<file path="src/logic/pao_cfg.svh">
// Purpose: constants for the pipelined converter output port
// Assumes: one 10 MHz clock
// Notes:   timing counts are in clock cycles, PAO_CLK_NS and PAO_PDD_NS in ns
`ifndef PAO_CFG_SVH
`define PAO_CFG_SVH
`define PAO_CODE_W      8
`define PAO_CODES       256
`define PAO_LATENCY     4
`define PAO_FIFO_DEPTH  32
`define PAO_CLK_NS      100
`define PAO_PDD_NS      200
`define PAO_RESUME_CYC  4
`define PAO_FINE_W      4
`define PAO_RST_CODE    8'h00
`endif

</file>
<file path="src/logic/pao_pkg.sv">
// Purpose: shared types for the converter output port
// Assumes: pao_cfg.svh holds the numbers
// Notes:   types only
`include "pao_cfg.svh"
package pao_pkg;
   typedef logic [`PAO_CODE_W-1:0] pao_code_t;
   typedef enum logic [2:0] {
      PAO_OFF  = 3'b001,
      PAO_WARM = 3'b010,
      PAO_RUN  = 3'b100
   } pao_state_e;
endpackage

</file>
<file path="src/logic/pao_port.sv">
// Purpose: digital side of an 8-bit two-step subranging converter
// Assumes: coarse/fine comparator results arrive synchronous to i_clk
// Notes:   pins are split into value and enable; enable low means driving
`timescale 1ns/1ns
`default_nettype none
`include "pao_cfg.svh"
// How it works
// each code reaches the outputs four clock cycles after its sample
// one new sample taken and one code delivered every clock cycle
// results are unsigned codes, one of 256 values
// coarse and fine results merged with error correction into 8 bits
// input tracked while clock high, held after each falling edge
// drive enable low drives data pins, high floats them
// drive enable touches only drivers; pipeline keeps advancing
// power-down stops conversion and floats data regardless of enable
// after power-down ends, four cycles pass before codes are valid
// the controller never leaves the drive enable floating
// coarse bank picks subrange first, fine bank resolves next period
// dynamic references settle 50 ns before, hold 10 ns after aperture
// capture logic drops alternate samples when references change each second cycle
// sample to output delay is constant at the pipeline latency
// power-down is a single clock-synchronous input
module pao_port
   import pao_pkg::*;
#(
   parameter int LATENCY = `PAO_LATENCY,
   parameter int DEPTH   = `PAO_FIFO_DEPTH
) (
   // clock and reset
   input  wire logic                   i_clk,
   input  wire logic                   i_srst,
   // comparator results from the analog front end
   input  wire logic [`PAO_FINE_W-1:0] i_coarse,
   input  wire logic [`PAO_FINE_W:0]   i_fine,
   // control pins
   input  wire logic                   i_drive_en_n,
   input  wire logic                   i_power_down,
   // data pins
   output logic      [`PAO_CODE_W-1:0] o_data,
   output logic      [`PAO_CODE_W-1:0] o_data_oe_n,
   output logic                        o_data_valid
);
   if (LATENCY != 4) begin : g_bad_latency
      $error("front end timing fixes the latency at four");
   end
   if (DEPTH < LATENCY) begin : g_bad_depth
      $error("buffer too shallow");
   end

   // ****************************************
   // pin synchronisers
   // ****************************************
   logic [1:0] oe_sync_q, pd_sync_q;
   logic       drive_n, pdown;
   always_ff @(posedge i_clk) begin
      oe_sync_q <= {oe_sync_q[0], i_drive_en_n};
      pd_sync_q <= {pd_sync_q[0], i_power_down};
   end
   assign drive_n = oe_sync_q[1];
   assign pdown   = pd_sync_q[1];

   // ****************************************
   // front end: sample, coarse, fine stages
   // ****************************************
   function automatic pao_code_t merge(input logic [`PAO_FINE_W-1:0] c,
                                       input logic [`PAO_FINE_W:0] f);
      logic [`PAO_CODE_W:0] sum;
      sum = {1'b0, c, {`PAO_FINE_W{1'b0}}} + {{`PAO_FINE_W{1'b0}}, f};
      merge = sum[`PAO_CODE_W] ? pao_code_t'(`PAO_CODES - 1) : sum[`PAO_CODE_W-1:0];
   endfunction

   // held value captured on the falling edge, as the hold follows it
   logic [`PAO_FINE_W-1:0] coarse_hold_q;
   always_ff @(negedge i_clk) begin
      coarse_hold_q <= i_coarse;
   end

   logic [`PAO_FINE_W-1:0] crs_q, crs_d;
   logic                   crs_v_q, crs_v_d, mrg_v_q, mrg_v_d;
   pao_code_t              mrg_q, mrg_d;
   always_comb begin
      crs_d   = coarse_hold_q;
      crs_v_d = !pdown;
      mrg_d   = merge(crs_q, i_fine);
      mrg_v_d = crs_v_q && !pdown;
   end
   always_ff @(posedge i_clk) begin
      if (i_srst) begin
         crs_q   <= '0;
         crs_v_q <= 1'b0;
         mrg_q   <= `PAO_RST_CODE;
         mrg_v_q <= 1'b0;
      end else begin
         crs_q   <= crs_d;
         crs_v_q <= crs_v_d;
         mrg_q   <= mrg_d;
         mrg_v_q <= mrg_v_d;
      end
   end

   // ****************************************
   // buffer and output stage
   // ****************************************
   logic      f_in_ready, f_out_valid, f_pop;
   pao_code_t f_out_data;
   assign f_pop = 1'b1; // one word leaves each cycle: fixed latency
   pao_fifo #(.WIDTH(`PAO_CODE_W), .DEPTH(DEPTH)) u_fifo (
      .i_clk       (i_clk),
      .i_srst      (i_srst || pdown),
      .i_in_valid  (mrg_v_q),
      .i_in_data   (mrg_q),
      .o_in_ready  (f_in_ready),
      .o_out_valid (f_out_valid),
      .o_out_data  (f_out_data),
      .i_out_ready (f_pop)
   );

   pao_state_e st_q, st_d;
   logic [2:0] warm_q, warm_d;
   pao_code_t  data_d;
   logic       oe_d, valid_d;
   always_comb begin
      st_d    = st_q;
      warm_d  = warm_q;
      unique case (st_q)
         PAO_OFF: begin
            warm_d = '0;
            if (!pdown) st_d = PAO_WARM;
         end
         PAO_WARM: begin
            warm_d = warm_q + 3'd1;
            if (pdown) st_d = PAO_OFF;
            else if (warm_q == 3'(`PAO_RESUME_CYC - 2)) st_d = PAO_RUN;
         end
         PAO_RUN: begin
            if (pdown) st_d = PAO_OFF;
         end
      endcase
      data_d  = f_out_valid ? f_out_data : o_data;
      valid_d = (st_q == PAO_RUN) && !pdown && f_out_valid && f_in_ready;
      oe_d    = drive_n || pdown || st_q == PAO_OFF;
   end
   always_ff @(posedge i_clk) begin
      if (i_srst) begin
         st_q         <= PAO_OFF;
         warm_q       <= '0;
         o_data       <= `PAO_RST_CODE;
         o_data_oe_n  <= '1;
         o_data_valid <= 1'b0;
      end else begin
         st_q         <= st_d;
         warm_q       <= warm_d;
         o_data       <= data_d;
         o_data_oe_n  <= {`PAO_CODE_W{oe_d}};
         o_data_valid <= valid_d;
      end
   end

   // ****************************************
   // checks
   // ****************************************
   a_pd_floats : assert property (@(posedge i_clk) disable iff (i_srst)
      pdown |=> o_data_oe_n == '1) else $error("outputs driven in power-down");
   a_oe_drives : assert property (@(posedge i_clk) disable iff (i_srst)
      !drive_n && !pdown && st_q == PAO_RUN |=> o_data_oe_n == '0)
      else $error("outputs not driven while enabled");
   a_oe_floats : assert property (@(posedge i_clk) disable iff (i_srst)
      drive_n |=> o_data_oe_n == '1) else $error("outputs driven while disabled");
   a_latency_fixed : assert property (@(posedge i_clk) disable iff (i_srst)
      (crs_v_q && !pdown) [*3] |=> o_data == $past(mrg_q, 2))
      else $error("code latency wrong");
   a_warm_time : assert property (@(posedge i_clk) disable iff (i_srst)
      $fell(pdown) |-> (!o_data_valid) [*4]) else $error("valid too early after power-up");
   a_every_cycle : assert property (@(posedge i_clk) disable iff (i_srst)
      o_data_valid && !pdown |=> o_data_valid || pdown)
      else $error("pipeline dropped a cycle");
   a_pipe_runs : assert property (@(posedge i_clk) disable iff (i_srst)
      drive_n && !pdown && mrg_v_q |=> f_out_valid) else $error("pipeline stalled while floated");
   a_float_moves : assert property (@(posedge i_clk) disable iff (i_srst)
      drive_n && !pdown && f_out_valid |=> o_data == $past(f_out_data))
      else $error("codes frozen while floated");
   a_merge_ok : assert property (@(posedge i_clk) disable iff (i_srst)
      !$past(i_srst) |-> mrg_q == merge($past(crs_q), $past(i_fine)))
      else $error("merge mismatch");
   a_coarse_first : assert property (@(posedge i_clk) disable iff (i_srst)
      !$past(i_srst) |-> crs_q == $past(coarse_hold_q))
      else $error("coarse stage skipped");
   a_oe_uniform : assert property (@(posedge i_clk) disable iff (i_srst)
      o_data_oe_n == '0 || o_data_oe_n == '1) else $error("data enables disagree");
   a_pd_no_valid : assert property (@(posedge i_clk) disable iff (i_srst)
      pdown |=> !o_data_valid) else $error("code valid in power-down");
   a_pd_halts : assert property (@(posedge i_clk) disable iff (i_srst)
      pdown |=> !crs_v_q && !mrg_v_q) else $error("conversion ran in power-down");
   a_pd_flush : assert property (@(posedge i_clk) disable iff (i_srst)
      pdown |=> !f_out_valid) else $error("buffer kept codes in power-down");
   a_valid_run : assert property (@(posedge i_clk) disable iff (i_srst)
      o_data_valid |-> $past(st_q == PAO_RUN))
      else $error("code valid outside run state");

   // ****************************************
   // resume watch: cycles since power-down last ended
   // ****************************************
   // kept apart from the state machine so the resume wait is checked on its own
   logic [2:0] up_cyc_q, up_cyc_d;
   always_comb begin
      up_cyc_d = up_cyc_q;
      if (pdown) begin
         up_cyc_d = '0;
      end else if (up_cyc_q != 3'h7) begin
         up_cyc_d = up_cyc_q + 3'h1;
      end
   end
   always_ff @(posedge i_clk) begin
      if (i_srst) begin
         up_cyc_q <= '0;
      end else begin
         up_cyc_q <= up_cyc_d;
      end
   end
   a_resume_gap : assert property (@(posedge i_clk) disable iff (i_srst)
      o_data_valid |-> up_cyc_q >= 3'(`PAO_RESUME_CYC))
      else $error("code valid too soon after power-up");
endmodule
`default_nettype wire

</file>
<file path="src/logic/pao_fifo.sv">
// Purpose: sample buffer between the converter front end and the output stage
// Assumes: single clock, synchronous active-high reset
// Notes:   first-word-fall-through, honest full and empty
`timescale 1ns/1ns
`default_nettype none
module pao_fifo #(
   parameter int WIDTH = 8,
   parameter int DEPTH = 32
) (
   // clock and reset
   input  wire logic             i_clk,
   input  wire logic             i_srst,
   // fill side
   input  wire logic             i_in_valid,
   input  wire logic [WIDTH-1:0] i_in_data,
   output logic                  o_in_ready,
   // drain side
   output logic                  o_out_valid,
   output logic      [WIDTH-1:0] o_out_data,
   input  wire logic             i_out_ready
);
   localparam int AW = $clog2(DEPTH);
   if (DEPTH < 2 || (1 << AW) != DEPTH) begin : g_bad_depth
      $error("fifo depth must be a power of two, at least 2");
   end

   logic [WIDTH-1:0] mem_q [DEPTH];
   logic [AW-1:0]    wr_q, wr_d, rd_q, rd_d;
   logic [AW:0]      cnt_q, cnt_d;
   logic             push, pop;

   assign push        = i_in_valid && o_in_ready;
   assign pop         = o_out_valid && i_out_ready;
   assign o_in_ready  = (cnt_q != (AW+1)'(DEPTH)) || pop;
   assign o_out_valid = (cnt_q != '0);
   assign o_out_data  = mem_q[rd_q];

   always_comb begin
      wr_d  = push ? wr_q + AW'(1) : wr_q;
      rd_d  = pop ? rd_q + AW'(1) : rd_q;
      cnt_d = cnt_q + (AW+1)'(push) - (AW+1)'(pop);
   end

   always_ff @(posedge i_clk) begin
      if (i_srst) begin
         wr_q  <= '0;
         rd_q  <= '0;
         cnt_q <= '0;
      end else begin
         wr_q  <= wr_d;
         rd_q  <= rd_d;
         cnt_q <= cnt_d;
      end
   end

   always_ff @(posedge i_clk) begin
      if (push) begin
         mem_q[wr_q] <= i_in_data;
      end
   end

   a_fifo_no_ovf : assert property (@(posedge i_clk) disable iff (i_srst)
      cnt_q <= (AW+1)'(DEPTH)) else $error("fifo count above depth");
endmodule
`default_nettype wire

</file>
<file path="config.mk">
export PLATFORM = sky130hd
export DESIGN_NAME = pao_port
export DESIGN_NICKNAME = d
export VERILOG_FILES = /design/src/logic/pao_pkg.sv /design/src/logic/pao_port.sv /design/src/logic/pao_fifo.sv
export VERILOG_INCLUDE_DIRS = /design/src /design/src/logic
export SDC_FILE = /design/constraint.sdc
export NUM_CORES = 1
export LEC_CHECK = 0
export BUFFER_PORTS_ARGS = -buffer_cell sky130_fd_sc_hd__buf_4
export CORE_MARGIN = 10
export CORE_UTILIZATION = 55
export DETAILED_ROUTE_END_ITERATION = 10
export PLACE_DENSITY = 0.77
export SLEW_MARGIN = 5
export SYNTH_ARGS = -nofsm -noshare
export SYNTH_HDL_FRONTEND = slang
export SYNTH_HIERARCHICAL = 1
export SYNTH_SLANG_ARGS = --single-unit
export TNS_END_PERCENT = 10
</file>
<file path="constraint.sdc">
create_clock -name i_clk -period 2.8 [get_ports i_clk]
set_clock_uncertainty 0.1 [all_clocks]
set_input_delay 0.14 -clock i_clk [delete_from_list [all_inputs] [get_ports i_clk]]
set_output_delay 0.14 -clock i_clk [all_outputs]
set_load 0.01 [all_outputs]
</file>
==> impl_metrics.yaml <==
run_status:
  status: "completed"
setup_path:
  crit_fanout: 2
  critPathLaunchType: "flop"
  rrSetupSlack_ns: 0.14
  worst_ep_required_time_ns: 3.10
  ff2ff_path_depth: 14
  cp.arrival_ns: 2.96
  r2r-start: "u_fifo/cnt_q[3]"
  critPathLaunch: "u_fifo/cnt_q[3]"
  r2r_end: "u_fifo/cnt_q[4]"
  critPathCapture: "u_fifo/cnt_q[4]"
  crit_type: "reg -> reg"
  cp-end-kind: "flop"
layout:
  fin_area_sq_um: 14400
  final_common_cell: "edfxtp_1"
  nNetsFinal: 877
  area_growth_syn_to_layout_pct: 15.6
  antenna_cells: 0
  utilization_pct: 64.2
  layout-drive-gt1-share_pct: 20.0
  final_cell_mix: "256 x edfxtp_1, 81 x buf_4, 75 x nor2_1, 73 x mux2i_1, 56 x dfxtp_1"
logic_synthesis:
  synthAdderAreaFrac_pct: 1.97
  synth_area_sq_um: 12500
  ys.flop_type: "edfxtp_1"
  synth_top_family_by_area: "multiplexers"
  netlist_instances: 756
  yosysWarningCount: 6
  synth_compound_area_share_pct: 4.62
  synthSimpleGateAreaFrac_pct: 6.66
  ys_seq_area_share_pct: 71.2
  ys_ff_latch: 315
  synth.distinct_cells: 60
  syn_area_per_cell_sq_um: 16.5
  async_flop_share_pct: 0
  synthXorXnorAreaFrac_pct: 0.703
  muxShareOfSynthArea_pct: 12.1
  synth_enable_flop_cells: 256
cts:
  clockRootBuffer: "clkbuf_16"
  clock_path_buffers: 3
  cts_buffers: 30
  htreeDepth: 1
  cts.sinks: 315
  cts_tree: "built"
  post_cts_buffers: 0
  path_clk_slew_ns: 0.06
  clk_latency_ns: 0.60
sta:
  hold_violations: 0
  min_period_ns: 2.66
  rsz0062_at_grt: "false"
  period_share_pct: 95.1
  hold_slack_ns: 0.129
  timing.final.max_slew_violations: 0
  fmax_ghz: 0.375
  setup-violations-final: 0
  tightest_slew_ns: 0.861
  slew-limit-headroom_pct: 42.5
route:
  wl_per_cell_um: 22.3
  postRouteAntennaNets: 0
  drt_iter0_drc: 687
  first_pass_iters: 5
  drt_wl_total_mm: 25.7
  vias_per_cell: 5.95
  via_count: 6869
  drc: 0
die:
  io_pins: 30
  start_util_pct: 55.6
  die_w_um: 171
  die_area_sq_um: 29100
  core_area_sq_um: 22400
  rows: 55
  die_height_um: 171
grt:
  grt-ovfl-total: 0
  antenna_found_initial: 0
  grt_pass1_vias: 7005
  grt_pass1_wl_mm: 39.3
  grt_max_degree: 65
  grtUsageTotal_pct: 17.6
pwr:
  swShare_pct: 23.5
  vdd_drop_max_uv: 563
  clkPwrFrac_pct: 39.3
  cellLeakagePower_nw: 4.92
  fin_total_pwr_mw: 10.7
  p_seq_share_pct: 49.7
  power_switching_mw: 2.50
  combPwrFrac_pct: 11.0
  power.internal_mw: 8.17
  pwr_density_cell_nw_per_um2: 741
worst_hold_path:
  holdCritPathClass: "in -> reg"
place:
  gp_congestion: 0.846
  placed_area_sq_um: 13200
  io_buffers: 29
  hpwl_mm: 16.3
job:
  maxCapViolCount: 0
[per-layer routing]
metal	vias to the layer above	GRT usage, %	wire length, um	share of wire (%)
li1	3095	-	-	-
met2	289	29.6	12800	50
met5	-	0	0	0
met4	0	6.29	771	3.0
met3	60	3.48	1900	7.4
met1	3425	22.3	10200	40
[flip-flops by register name, summed over array words and instances (netlist names), 2 cells and up, named ones only]
name           cells
o_data             8
u_fifo/wr_q        5
mrg_q              8
u_fifo/rd_q        5
crs_q              4
warm_q             3
pd_sync_q          2
coarse_hold_q      4
st_q               3
u_fifo/cnt_q       6
u_fifo/mem_q     256
oe_sync_q          2
[cells by family after synthesis]
family | after synthesis
multiplexers | 105
flip-flops | 315
adder cells (fa/ha/maj) | 19
XOR/XNOR | 10
AND/OR/NAND/NOR | 167
buffers and inverters | 65
other | 1
AO/OA/AOI/OAI | 74
[synth_stat cells, drive strengths merged (2+ instances only)]
master  count  share of area, %
edfxtp    256                62
nor2       78               2.4
mux2i      73               5.9
dfxtp      59               9.5
a22oi      32               1.9
buf        32               1.8
mux4       32               6.2
nand3      31               1.2
ha         18               1.8
inv        18              0.54
clkbuf     14              0.42
nand2      12              0.36
a221oi     10              0.80
nor2b       9              0.53
a22o        8              0.56
xor2        6              0.42
a21oi       5              0.20
and2        5              0.26
nor3b       5              0.30
nor3        4              0.16
o21a        4              0.24
xnor2       4              0.28
a31oi       3              0.15
nand2b      3              0.15
nor4        3              0.15
o21ai       3              0.12
a211oi      2              0.12
a21o        2              0.12
and3        2              0.10
nand3b      2              0.12
nand4       2              0.10
or3         2              0.10
or3b        2              0.14
[power by group through the flow]
stage	combinational, mW	sequential, mW	clock (mW)
detailed placement	1.13	5.40	0.0111
finish	1.18	5.30	4.20
global route	1.28	5.32	4.44
floorplan	0.726	5.39	0.0111
CTS	1.18	5.30	4.25
global placement	1.07	5.39	0.0111
[what timing repair did]
item                                    in CTS  in global routing
pin swaps                                    0                  2
endpoints found under the setup margin       1                  1
hold endpoints to repair                    27                  0
hold buffers                                13                  0
gates resized for setup                      2                  3
[cell type report]
class | instances | area, sq um
Multi-Input combinational cell | 381 | 3280
Sequential cell | 315 | 8870
Inverter | 18 | 67.6
Fill cell | 1529 | 8020
Timing Repair Buffer | 95 | 758
Clock buffer | 41 | 962
Clock inverter | 19 | 108
Tap cell | 285 | 357
[worst max-delay path, cell delays in order, from the launching register on]
cell and delay (ns):
dfxtp_1 0.34, inv_1 0.07, ha_2 0.18, nor3b_2 0.16, a31oi_2 0.22, inv_2 0.04
ha_1 0.28, inv_1 0.06, ha_1 0.16, inv_1 0.07, fa_2 0.36, nand2b_1 0.16
a21oi_2 0.14, o21a_1 0.12, nor3_1 0.05
[worst min-delay path by stage]
stage / from / to / slack (ns) / cells after the start
after global placement: i_drive_en_n / oe_sync_q[0] / 0.14 / 1
final: i_drive_en_n / oe_sync_q[0] / 0.13 / 2
after floorplan: i_drive_en_n / oe_sync_q[0] / 0.07 / 0
after CTS: i_power_down / pd_sync_q[0] / 0.11 / 2
after global routing: i_power_down / pd_sync_q[0] / 0.14 / 2
after detailed placement: i_drive_en_n / oe_sync_q[0] / 0.15 / 1
[metrics by stage]
| stage | worst slack, ns | cells | setup TNS [ns] |
|---|---|---|---|
| 6_report | 0.137 | 1154 | 0 |
| 3_3_place_gp | 0.0914 | 1082 | 0 |
| 2_1_floorplan | 0.0402 | 761 | 0 |
| 3_5_place_dp | -0.00779 | 1082 | -0.00779 |
| 5_1_grt | 0.0296 | 1154 | 0 |
| 4_1_cts | 0.0158 | 1154 | 0 |
No activity file was read; power rests on OpenSTA's default activity.
